--- src/verilog/vemtc_pkg.sv ---
// package: register map, field positions, reset values and level codes
// assumes an 8-bit register link with a 5-bit address
package vemtc_pkg;
  // ----------------------------------------
  // register offsets
  // ----------------------------------------
  localparam logic [4:0] OFF_OUTPUT_LEVEL_CLAMP_CONTROL = 5'h05;
  localparam logic [4:0] OFF_POWER_PLL_FIELD_COUNT = 5'h06;
  localparam logic [4:0] OFF_COLOR_PIN_FUNCTION_CONTROL = 5'h07;
  localparam logic [4:0] OFF_INPUT_PORT_PROCESSING_CONTROL = 5'h08;
  localparam logic [4:0] OFF_LIMITER_BURST_DELAY_CONTROL = 5'h09;
  localparam logic [4:0] OFF_TIMING_CONTROL_FIRST = 5'h0a;
  localparam logic [7:0] REG_RESET = 8'h00;
  // ----------------------------------------
  // field positions
  // ----------------------------------------
  localparam int B_PUP_SLEEP = 0;
  localparam int B_PLL = 1;
  localparam logic [7:0] RSVD6_MASK = 8'h1c;
  localparam int B_SHARP = 4;
  localparam int B_PROG = 0;
  localparam int B_WIDE = 3;
  localparam int B_TEN = 4;
  localparam int B_TRESET = 7;
  // ----------------------------------------
  // levels (10-bit luma codes) and amplitudes
  // ----------------------------------------
  localparam logic [9:0] LUMA_SAT_MAX = 10'h3fc;
  localparam logic [9:0] LUMA_SYNC_BOTTOM = 10'h000;
  localparam logic [9:0] LUMA_MIN_7IRE = 10'h0e2;
  localparam logic [9:0] LUMA_US_1P5 = 10'h0ed;
  localparam logic [9:0] LUMA_US_6 = 10'h0e4;
  localparam logic [9:0] LUMA_US_11 = 10'h0da;
  localparam logic [10:0] UV_MV_700 = 11'h2bc;
  localparam logic [10:0] UV_MV_934 = 11'h3a6;
  localparam logic [10:0] UV_MV_1000 = 11'h3e8;
  localparam logic [2:0] FIELD_MAX_NTSC = 3'h3;
  localparam logic [2:0] FIELD_MAX_PAL = 3'h7;
  localparam int CLAMP_NOMINAL = 3;
  localparam int LUMA_DLY_DEPTH = 6;
  localparam int CHROMA_DLY_DEPTH = 8;
  // ----------------------------------------
  // host command port
  // ----------------------------------------
  localparam logic [1:0] HOFF_CMD = 2'h0;
  localparam logic [1:0] HOFF_STATUS = 2'h1;
  localparam logic [1:0] HOFF_CONFIG = 2'h2;
  localparam logic [1:0] OP_WRITE = 2'h1;
  localparam logic [1:0] OP_READ = 2'h2;
  localparam logic [1:0] OP_TRESET = 2'h3;
  typedef enum logic [1:0] {
    VEMTC_IDLE = 2'b00,
    VEMTC_RD_WAIT = 2'b01,
    VEMTC_PULSE_LOW = 2'b10
  } vemtc_host_state_t;
endpackage

--- src/verilog/vemtc_if.sv ---
// interface: register link between host and encoder control bank
// assumes both ends share clk; read data comes one cycle after rd
`timescale 1ns/1ps
interface vemtc_if;
  logic [4:0] addr;
  logic [7:0] wdata;
  logic wr;
  logic rd;
  logic [7:0] rdata;
  modport dev (input addr, input wdata, input wr, input rd, output rdata);
  modport host (output addr, output wdata, output wr, output rd, input rdata);
endinterface

--- src/verilog/vemtc_device.sv ---
// encoder mode and first timing control bank with its small datapath
// assumes synchronous inputs on clk (27 MHz pixel clock) and a host on the link
//
// Overview of operation
// - luma level bit: 0 legacy, 1 SMPTE
// - uv field: 01 700mV, 10 1000mV, 00 default
// - clamp shifted 0..3 clocks, direction bit advances
// - clamp position: 1 back porch, 0 front
// - power-up sleep: pins high start sleeping
// - host keeps pll bit 0 in 4x; toggle resets pll
// - host writes zeros to reserved bits 2..4
// - field count 0..3 ntsc, 0..7 pal
// - luma saturation clips at scaled 255 level
// - sharpness acts only with extended luma filter
// - shared pin: direction and clamp/vsync select
// - progressive inputs; host forbids with 16-bit
// - port width 8, 10, 16 or 20 bits
// - double buffering, not in master mode
// - gamma enable and curve a/b select
// - undershoot limit in 4x while rgb_no_sync low, else min luma
// - black burst replaces luma or y dac
// - chroma delayed up to eight clocks
// - blank input select, pin high disables it
// - luma delayed up to six clocks
// - min luma 7 IRE below blank or sync
// - low-high-low timing reset clears counters
// - main sleep bit works after power-up bit set
//
// Added by the designer: the address-and-strobe port.
`timescale 1ns/1ps
module vemtc_device
  import vemtc_pkg::*;
(
  // clock and reset
  input wire logic clk,
  input wire logic rstn,
  // register link
  vemtc_if.dev link,
  // pins and mode inputs
  input wire logic genlock_control_pin,
  input wire logic standard_select_pin,
  input wire logic blank_pin,
  input wire logic oversample_select_bit,
  input wire logic main_sleep_bit,
  input wire logic rgb_no_sync,
  input wire logic luma_filter_extended,
  input wire logic field_start,
  // shared clamp/vsync/teletext pin
  input wire logic shared_pin_in,
  output logic shared_pin_out,
  output logic shared_pin_oe,
  output logic teletext_input,
  // timing pulses in
  input wire logic clamp_front_in,
  input wire logic clamp_back_in,
  input wire logic vertical_sync_out,
  // video datapath
  input wire logic [9:0] luma_in,
  input wire logic [9:0] chroma_in,
  output logic [9:0] luma_out,
  output logic [9:0] chroma_out,
  // decoded controls
  output logic y_level_smpte,
  output logic [10:0] uv_peak_mv,
  output logic rgb_sync_en,
  output logic sleep,
  output logic pll_en,
  output logic pll_reset,
  output logic [2:0] field_count,
  output logic timing_counter_clear,
  output logic [3:0] color_enables,
  output logic sharpness_active,
  output logic hsync_composite_sel,
  output logic progressive_en,
  output logic [4:0] port_width_bits,
  output logic double_buffer_active,
  output logic noise_reduction_en,
  output logic gamma_en,
  output logic gamma_curve_b,
  output logic black_burst_luma,
  output logic black_burst_y,
  output logic master_mode,
  output logic [1:0] timing_mode,
  output logic blank_external
);
  // ----------------------------------------
  // register file
  // ----------------------------------------
  logic [7:0] olc_reg, ppf_reg, cpf_reg, ipp_reg, lbd_reg, tcf_reg;
  logic [7:0] rdata_reg;
  logic pll_prev_reg, treset_prev_reg;
  logic [2:0] field_reg;

  always_ff @(posedge clk or negedge rstn)
  begin
    if (!rstn)
    begin
      olc_reg <= REG_RESET;
      ppf_reg <= REG_RESET;
      cpf_reg <= REG_RESET;
      ipp_reg <= REG_RESET;
      lbd_reg <= REG_RESET;
      tcf_reg <= REG_RESET;
    end
    else if (link.wr)
    begin
      unique case (link.addr)
        OFF_OUTPUT_LEVEL_CLAMP_CONTROL: olc_reg <= link.wdata;
        OFF_POWER_PLL_FIELD_COUNT: ppf_reg <= link.wdata;
        OFF_COLOR_PIN_FUNCTION_CONTROL: cpf_reg <= link.wdata;
        OFF_INPUT_PORT_PROCESSING_CONTROL: ipp_reg <= link.wdata;
        OFF_LIMITER_BURST_DELAY_CONTROL: lbd_reg <= link.wdata;
        OFF_TIMING_CONTROL_FIRST: tcf_reg <= link.wdata;
        default: ;
      endcase
    end
  end

  // read data one cycle after rd, field count in bits 7:5
  always_ff @(posedge clk or negedge rstn)
  begin
    if (!rstn)
      rdata_reg <= REG_RESET;
    else if (link.rd)
    begin
      unique case (link.addr)
        OFF_OUTPUT_LEVEL_CLAMP_CONTROL: rdata_reg <= olc_reg;
        OFF_POWER_PLL_FIELD_COUNT: rdata_reg <= {field_reg, ppf_reg[4:0]};
        OFF_COLOR_PIN_FUNCTION_CONTROL: rdata_reg <= cpf_reg;
        OFF_INPUT_PORT_PROCESSING_CONTROL: rdata_reg <= ipp_reg;
        OFF_LIMITER_BURST_DELAY_CONTROL: rdata_reg <= lbd_reg;
        OFF_TIMING_CONTROL_FIRST: rdata_reg <= tcf_reg;
        default: rdata_reg <= REG_RESET;
      endcase
    end
  end
  assign link.rdata = rdata_reg;

  // ----------------------------------------
  // pll, timing reset and field counter
  // ----------------------------------------
  always_ff @(posedge clk or negedge rstn)
  begin
    if (!rstn)
    begin
      pll_prev_reg <= 1'b0;
      treset_prev_reg <= 1'b0;
    end
    else
    begin
      pll_prev_reg <= ppf_reg[B_PLL];
      treset_prev_reg <= tcf_reg[B_TRESET];
    end
  end
  assign pll_reset = pll_prev_reg ^ ppf_reg[B_PLL];
  assign pll_en = ~ppf_reg[B_PLL];
  assign timing_counter_clear = treset_prev_reg & ~tcf_reg[B_TRESET];

  always_ff @(posedge clk or negedge rstn)
  begin
    if (!rstn)
      field_reg <= 3'h0;
    else if (timing_counter_clear)
      field_reg <= 3'h0;
    else if (field_start)
    begin
      if (field_reg >= (standard_select_pin ? FIELD_MAX_PAL : FIELD_MAX_NTSC))
        field_reg <= 3'h0;
      else
        field_reg <= field_reg + 3'h1;
    end
  end
  assign field_count = field_reg;

  // ----------------------------------------
  // decoded mode controls
  // ----------------------------------------
  // luma level select
  assign y_level_smpte = olc_reg[0];
  always_comb
  begin
    unique case (olc_reg[2:1])
      2'b01: uv_peak_mv = UV_MV_700;
      2'b10: uv_peak_mv = UV_MV_1000;
      default: uv_peak_mv = standard_select_pin ? UV_MV_700 : UV_MV_934;
    endcase
  end
  assign rgb_sync_en = olc_reg[3];
  assign sleep = ppf_reg[B_PUP_SLEEP] ? main_sleep_bit : (genlock_control_pin & standard_select_pin);
  assign color_enables = cpf_reg[3:0];
  assign sharpness_active = cpf_reg[B_SHARP] & luma_filter_extended;
  assign hsync_composite_sel = cpf_reg[5];
  assign progressive_en = ipp_reg[B_PROG];
  always_comb
  begin
    unique case ({ipp_reg[B_WIDE], ipp_reg[B_TEN]})
      2'b00: port_width_bits = 5'h08;
      2'b01: port_width_bits = 5'h0a;
      2'b10: port_width_bits = 5'h10;
      default: port_width_bits = 5'h14;
    endcase
  end
  assign master_mode = tcf_reg[0];
  assign timing_mode = tcf_reg[2:1];
  // no double buffering in master mode
  assign double_buffer_active = ipp_reg[2] & ~tcf_reg[0];
  assign noise_reduction_en = ipp_reg[5];
  assign gamma_en = ipp_reg[6];
  assign gamma_curve_b = ipp_reg[7];
  assign black_burst_luma = lbd_reg[2];
  assign black_burst_y = lbd_reg[3];
  assign blank_external = tcf_reg[3] & ~blank_pin;

  // ----------------------------------------
  // clamp placement and shared pin
  // ----------------------------------------
  logic [6:0] clamp_pipe_reg;
  logic clamp_sel;
  logic [2:0] clamp_tap;
  assign clamp_sel = olc_reg[7] ? clamp_back_in : clamp_front_in;
  always_ff @(posedge clk or negedge rstn)
  begin
    if (!rstn)
      clamp_pipe_reg <= 7'h00;
    else
      clamp_pipe_reg <= {clamp_pipe_reg[5:0], clamp_sel};
  end
  // advance or delay around nominal tap
  assign clamp_tap = olc_reg[6] ? 3'(CLAMP_NOMINAL - int'(olc_reg[5:4]))
                                : 3'(CLAMP_NOMINAL + int'(olc_reg[5:4]));
  always_ff @(posedge clk or negedge rstn)
  begin
    if (!rstn)
      shared_pin_out <= 1'b0;
    else
      shared_pin_out <= cpf_reg[7] ? clamp_pipe_reg[clamp_tap] : vertical_sync_out;
  end
  assign shared_pin_oe = cpf_reg[6];
  assign teletext_input = ~cpf_reg[6] & shared_pin_in;

  // ----------------------------------------
  // luma and chroma datapath
  // ----------------------------------------
  logic [9:0] luma_pipe_reg [LUMA_DLY_DEPTH];
  logic [9:0] chroma_pipe_reg [CHROMA_DLY_DEPTH];
  logic [9:0] luma_dly, chroma_dly, luma_floor, luma_clip;
  logic [3:0] chroma_cycles;
  logic [2:0] luma_cycles;

  always_ff @(posedge clk)
  begin
    luma_pipe_reg[0] <= luma_in;
    chroma_pipe_reg[0] <= chroma_in;
    for (int i = 1; i < LUMA_DLY_DEPTH; i++)
      luma_pipe_reg[i] <= luma_pipe_reg[i-1];
    for (int i = 1; i < CHROMA_DLY_DEPTH; i++)
      chroma_pipe_reg[i] <= chroma_pipe_reg[i-1];
  end

  // luma delay 0, 2, 4 or 6
  assign luma_cycles = {tcf_reg[5:4], 1'b0};
  assign luma_dly = (luma_cycles == 3'h0) ? luma_in : luma_pipe_reg[luma_cycles - 3'h1];
  assign chroma_cycles = (lbd_reg[7:5] == 3'h0) ? 4'h0 : {1'b0, lbd_reg[7:5]} + 4'h1;
  assign chroma_dly = (chroma_cycles == 4'h0) ? chroma_in : chroma_pipe_reg[3'(chroma_cycles - 4'h1)];

  always_comb
  begin
    luma_floor = tcf_reg[6] ? LUMA_MIN_7IRE : LUMA_SYNC_BOTTOM;
    if (oversample_select_bit && !rgb_no_sync)
    begin
      unique case (lbd_reg[1:0])
        2'b01: luma_floor = LUMA_US_1P5;
        2'b10: luma_floor = LUMA_US_6;
        2'b11: luma_floor = LUMA_US_11;
        default: luma_floor = LUMA_SYNC_BOTTOM;
      endcase
    end
  end
  assign luma_clip = (cpf_reg[1] && luma_dly > LUMA_SAT_MAX) ? LUMA_SAT_MAX : luma_dly;

  always_ff @(posedge clk or negedge rstn)
  begin
    if (!rstn)
    begin
      luma_out <= 10'h000;
      chroma_out <= 10'h000;
    end
    else
    begin
      luma_out <= (luma_clip < luma_floor) ? luma_floor : luma_clip;
      chroma_out <= chroma_dly;
    end
  end
endmodule

--- src/flat_wrapper.sv ---
// flat-port wrapper written by rule: the top's interface ports become plain ports
module vemtc_device_flat import vemtc_pkg::*;
  (clk, rstn, genlock_control_pin, standard_select_pin, blank_pin, oversample_select_bit, main_sleep_bit, rgb_no_sync, luma_filter_extended, field_start, shared_pin_in, shared_pin_out, shared_pin_oe, teletext_input, clamp_front_in, clamp_back_in, vertical_sync_out, luma_in, chroma_in, luma_out, chroma_out, y_level_smpte, uv_peak_mv, rgb_sync_en, sleep, pll_en, pll_reset, field_count, timing_counter_clear, color_enables, sharpness_active, hsync_composite_sel, progressive_en, port_width_bits, double_buffer_active, noise_reduction_en, gamma_en, gamma_curve_b, black_burst_luma, black_burst_y, master_mode, timing_mode, blank_external, link_addr, link_wdata, link_wr, link_rd, link_rdata);
  vemtc_if link_i ();
  input wire logic clk;
  input wire logic rstn;
  input wire logic genlock_control_pin;
  input wire logic standard_select_pin;
  input wire logic blank_pin;
  input wire logic oversample_select_bit;
  input wire logic main_sleep_bit;
  input wire logic rgb_no_sync;
  input wire logic luma_filter_extended;
  input wire logic field_start;
  input wire logic shared_pin_in;
  output logic shared_pin_out;
  output logic shared_pin_oe;
  output logic teletext_input;
  input wire logic clamp_front_in;
  input wire logic clamp_back_in;
  input wire logic vertical_sync_out;
  input wire logic [9:0] luma_in;
  input wire logic [9:0] chroma_in;
  output logic [9:0] luma_out;
  output logic [9:0] chroma_out;
  output logic y_level_smpte;
  output logic [10:0] uv_peak_mv;
  output logic rgb_sync_en;
  output logic sleep;
  output logic pll_en;
  output logic pll_reset;
  output logic [2:0] field_count;
  output logic timing_counter_clear;
  output logic [3:0] color_enables;
  output logic sharpness_active;
  output logic hsync_composite_sel;
  output logic progressive_en;
  output logic [4:0] port_width_bits;
  output logic double_buffer_active;
  output logic noise_reduction_en;
  output logic gamma_en;
  output logic gamma_curve_b;
  output logic black_burst_luma;
  output logic black_burst_y;
  output logic master_mode;
  output logic [1:0] timing_mode;
  output logic blank_external;
  input wire logic [$bits(link_i.addr)-1:0] link_addr;
  input wire logic [$bits(link_i.wdata)-1:0] link_wdata;
  input wire logic [$bits(link_i.wr)-1:0] link_wr;
  input wire logic [$bits(link_i.rd)-1:0] link_rd;
  output wire logic [$bits(link_i.rdata)-1:0] link_rdata;
  assign link_i.addr = link_addr;
  assign link_i.wdata = link_wdata;
  assign link_i.wr = link_wr;
  assign link_i.rd = link_rd;
  assign link_rdata = link_i.rdata;
  vemtc_device u_core (.clk(clk), .rstn(rstn), .link(link_i), .genlock_control_pin(genlock_control_pin), .standard_select_pin(standard_select_pin), .blank_pin(blank_pin), .oversample_select_bit(oversample_select_bit), .main_sleep_bit(main_sleep_bit), .rgb_no_sync(rgb_no_sync), .luma_filter_extended(luma_filter_extended), .field_start(field_start), .shared_pin_in(shared_pin_in), .shared_pin_out(shared_pin_out), .shared_pin_oe(shared_pin_oe), .teletext_input(teletext_input), .clamp_front_in(clamp_front_in), .clamp_back_in(clamp_back_in), .vertical_sync_out(vertical_sync_out), .luma_in(luma_in), .chroma_in(chroma_in), .luma_out(luma_out), .chroma_out(chroma_out), .y_level_smpte(y_level_smpte), .uv_peak_mv(uv_peak_mv), .rgb_sync_en(rgb_sync_en), .sleep(sleep), .pll_en(pll_en), .pll_reset(pll_reset), .field_count(field_count), .timing_counter_clear(timing_counter_clear), .color_enables(color_enables), .sharpness_active(sharpness_active), .hsync_composite_sel(hsync_composite_sel), .progressive_en(progressive_en), .port_width_bits(port_width_bits), .double_buffer_active(double_buffer_active), .noise_reduction_en(noise_reduction_en), .gamma_en(gamma_en), .gamma_curve_b(gamma_curve_b), .black_burst_luma(black_burst_luma), .black_burst_y(black_burst_y), .master_mode(master_mode), .timing_mode(timing_mode), .blank_external(blank_external));
endmodule
--- config.mk ---
export PLATFORM = sky130hd
export DESIGN_NAME = vemtc_device_flat
export DESIGN_NICKNAME = d
export VERILOG_FILES = /design/src/verilog/vemtc_pkg.sv /design/src/verilog/vemtc_if.sv /design/src/verilog/vemtc_device.sv /design/src/flat_wrapper.sv
export SDC_FILE = /design/constraint.sdc
export NUM_CORES = 1
export LEC_CHECK = 0
export BUFFER_PORTS_ARGS = -buffer_cell sky130_fd_sc_hd__buf_2
export CELL_PAD_IN_SITES_DETAIL_PLACEMENT = 1
export CELL_PAD_IN_SITES_GLOBAL_PLACEMENT = 2
export CORE_MARGIN = 2
export CORE_UTILIZATION = 42
export CTS_CLUSTER_SIZE = 28
export DETAILED_ROUTE_END_ITERATION = 12
export PLACE_DENSITY = 0.9
export SYNTH_ARGS = -nofsm -noshare
export SYNTH_HDL_FRONTEND = slang
export SYNTH_SLANG_ARGS = --single-unit
--- constraint.sdc ---
create_clock -name clk -period 5.4 [get_ports clk]
set_input_delay 0.54 -clock clk [delete_from_list [all_inputs] [get_ports clk]]
set_output_delay 0.54 -clock clk [all_outputs]
set_load 0.1 [all_outputs]
==> results.md <==
* Status: finished with violations
* Violated checks: negative hold slack
* Cells after Synth at about 600
* Critical Path Start: u_core.tcf_reg[5]$_DFFE_PN0P_
* Sequential share of the synthesized area at 0.617
* Tcrit/Tclk final at 0.773
* Vias at about 5.1k
* HP Class: in -> async
* Avg WL per Cell at ~20 um
* Area leader, netlist: dfxtp_1
* FF/Latch Area at around 5000 um^2
* N_diodes at 0
* Final nets at 786
* Routability congestion estimate at slightly below 0.8
* Initial antenna violation count at 0
* Area fraction of the dominant cell type after synthesis at 0.349
* Largest register FFs at 80
* Synth cell count leaders: 140 x dfxtp_1, 86 x dfrtp_1, 42 x mux2_2
* Min cycle time layout at ~4200 ps
* CP max FO at 25
* Worst reg2reg path depth at 14
* H-tree depth at 1
* Leak pwr at roughly 4.3 nW
* Syn avg cell area at ~14 um^2
* R2R Path End: u_core.luma_out[3]$_DFF_PN0_
* VDD IR max at between 0.0003 and 0.0004 V
* Multi-input combinational cell area at between 2000 and 3000 um^2
* CTS Buffer Depth at 3
* Share of flip-flops with an asynchronous set or reset at 0.381
* Largest net degree at the start of global routing at 50
* Synth warnings at 0
* Post-CTS Setup Bufs at 0
* Post-CTS Hold Fix Bufs at 0
* DRC at 0
* CTS tree: yes
* #FFs+latches synth at about 230
* Clk_lat worst skew at ~520 ps
* Initial DRC count at around 160
* First-pass GRT wire length at just over 30 mm
* Grt ovf at 0
* Via density at ~5.3
* Final wirelength at roughly 19 mm
* Setup TNS at 0 ps
* Die Area at 20,200 um^2
* Area growth syn-to-layout at 18.7%
* CTS Sinks at between 200 and 250
* CP Cell Sequence: inv_1 > ha_1 > nor2b_1 > a222oi_1 > nor4_1 > and4b_1 > or2_1 > inv_1 > ha_1 > a21oi_1 > o311ai_1 > or3_1 > nor2_8 > mux2_4
* Max_cap viols at 0
* R2R Path Start: u_core.tcf_reg[5]$_DFFE_PN0P_
* Starting Density at 0.429
* PortBufs at between 100 and 150
* Antenna Nets Post-Route at 0
* Vias in the first global route at approximately 5.6k
* Synth area leaders: dfxtp_1 35%, dfrtp_1 27%, mux2_2 5.9%
* Final hold slack at -14.4 ps
* Worst Tran Pin Value at 962 ps
* TritonCTS Buffers at 23
* Core ar. at approximately 19,000 um^2
* HPWL Detailed at 13.4 mm
* Crit Path Class: reg -> reg
* Cell with the most instances after synthesis: dfxtp_1
* WP data required at roughly 5800 ps
* Relative slew margins at 0.356
* Top_reg_cell synth: dfxtp_1
* Crit path DAT at ~4600 ps
* Die Width at 142 um
* DRT Pass-1 Iters at 6
* Distinct cells, synth at 57
* Pwr dens at roughly 610 nW/um^2
* # IOs at 122
* Achievable Freq at about 0.24 GHz
* FP Rows at 50
* R2R Setup Slk at between 1000 and 1500 ps
* Final Max Tran Viols at 0
* Post-synth EDFFs at 0
* Critical path capture point type: register
* Share of layout cells above drive strength 1 at 0.319
* Worst Clk Skew at ~12 ps
* Critical Path Start Type: register
* Chip Height at around 140 um
* Fill cell count at approximately 1.9k
* Final setup viols at 0
* Overall Global Routing Usage at 0.194
* RSZ-0062 raised after global routing: no
* CP max-delay cell: ha_1
* Clock transition at path regs at 60 ps
* Slowest Stage Delay on Critical Path at about 700 ps
* Root Buffer: clkbuf_16
* Synth Cell Area at roughly 8000 um^2
* Post-cts sizing count at 0
* Hold Fails Final Rpt at 11
-- stage by stage --
stage	area, um^2	setup slack (ps)	power (W)	utilization	cells
after floorplan	8040	1730	0.00386	-	596
after global placement	8800	1370	0.00421	0.470	924
after detailed placement	8800	1240	0.00428	0.470	924
after CTS	9530	1210	0.00584	0.509	965
after global routing	9530	888	0.00604	0.509	965
final	9530	1230	0.00577	0.509	965
-- final cells by class --
class	instances	area share
Tap cell	234	0.0307
Inverter	27	0.0106
Clock inverter	6	0.00512
Sequential cell	226	0.520
Multi-Input combinational cell	315	0.296
Timing Repair Buffer	122	0.0662
Clock buffer	35	0.0714
-- placed cells by master (no fill, tap or decap), types with 7 or more instances in the layout --
| master | netlist | final |
|---|---|---|
| clkbuf_16 | 0 | 23 |
| mux2_1 | 11 | 11 |
| dfxtp_1 | 140 | 140 |
| buf_2 | 4 | 114 |
| inv_1 | 27 | 27 |
| o21ai_0 | 8 | 7 |
| buf_4 | 12 | 8 |
| ha_1 | 22 | 22 |
| nor2b_1 | 8 | 8 |
| nor2_1 | 33 | 33 |
| a41oi_1 | 8 | 8 |
| mux2i_1 | 21 | 21 |
| a21oi_1 | 23 | 23 |
| mux2_2 | 42 | 42 |
| a22oi_1 | 25 | 25 |
| dfrtp_1 | 86 | 86 |
| mux4_2 | 21 | 21 |
| nand2_1 | 19 | 19 |
-- cell families (layout without fill, tap and decap cells) --
kind of cell               after synthesis  after routing  share of synthesized area
DFF                                    226            226                      0.617
muxes                                   98             98                      0.165
and+or+nand+nor                         95             95                     0.0644
AOI/OAI and AO/OA                       92             92                     0.0813
buffers and inverters                   55            190                     0.0338
adders and majority gates               22             22                     0.0343
other                                    2              6                   0.000935
xor gates and xnor gates                 2              2                    0.00312
-- power breakdown --
group	leakage [nW]	internal [W]	switching [W]
sequential	2.25	0.00190	0.000143
combinational	1.66	0.000550	0.00166
clock	0.363	0.000874	0.000649
total	4.27	0.00332	0.00245
-- metal layers --
layer  vias up  part of all wire  track usage
met5         -                 0            0
met4         0             0.025       0.0637
met3        40             0.047       0.0336
met2       128              0.52        0.344
met1      2604              0.41        0.241
li1       2357                 -            -
-- critical path, delay by kind of cell, from the launching register on --
family | cells | cell delay (ps)
simple gates | 6 | 1560
buf+inv | 2 | 130
mux | 1 | 310
flops | 1 | 380
compound gates | 3 | 720
fa+ha+maj | 2 | 940
-- how the worst max path moves through the flow --
| stage | to | slack (ps) | cells after the start |
|---|---|---|---|
| floorplan | u_core.luma_out[3]$_DFF_PN0_ | 1730 | 17 |
| global placement | u_core.luma_out[3]$_DFF_PN0_ | 1370 | 14 |
| detailed placement | u_core.luma_out[3]$_DFF_PN0_ | 1240 | 14 |
| CTS | u_core.luma_out[3]$_DFF_PN0_ | 1210 | 14 |
| global route | u_core.luma_out[3]$_DFF_PN0_ | 890 | 14 |
| finish | u_core.luma_out[3]$_DFF_PN0_ | 1230 | 14 |
Note: power is estimated with default switching activity, not from simulation.
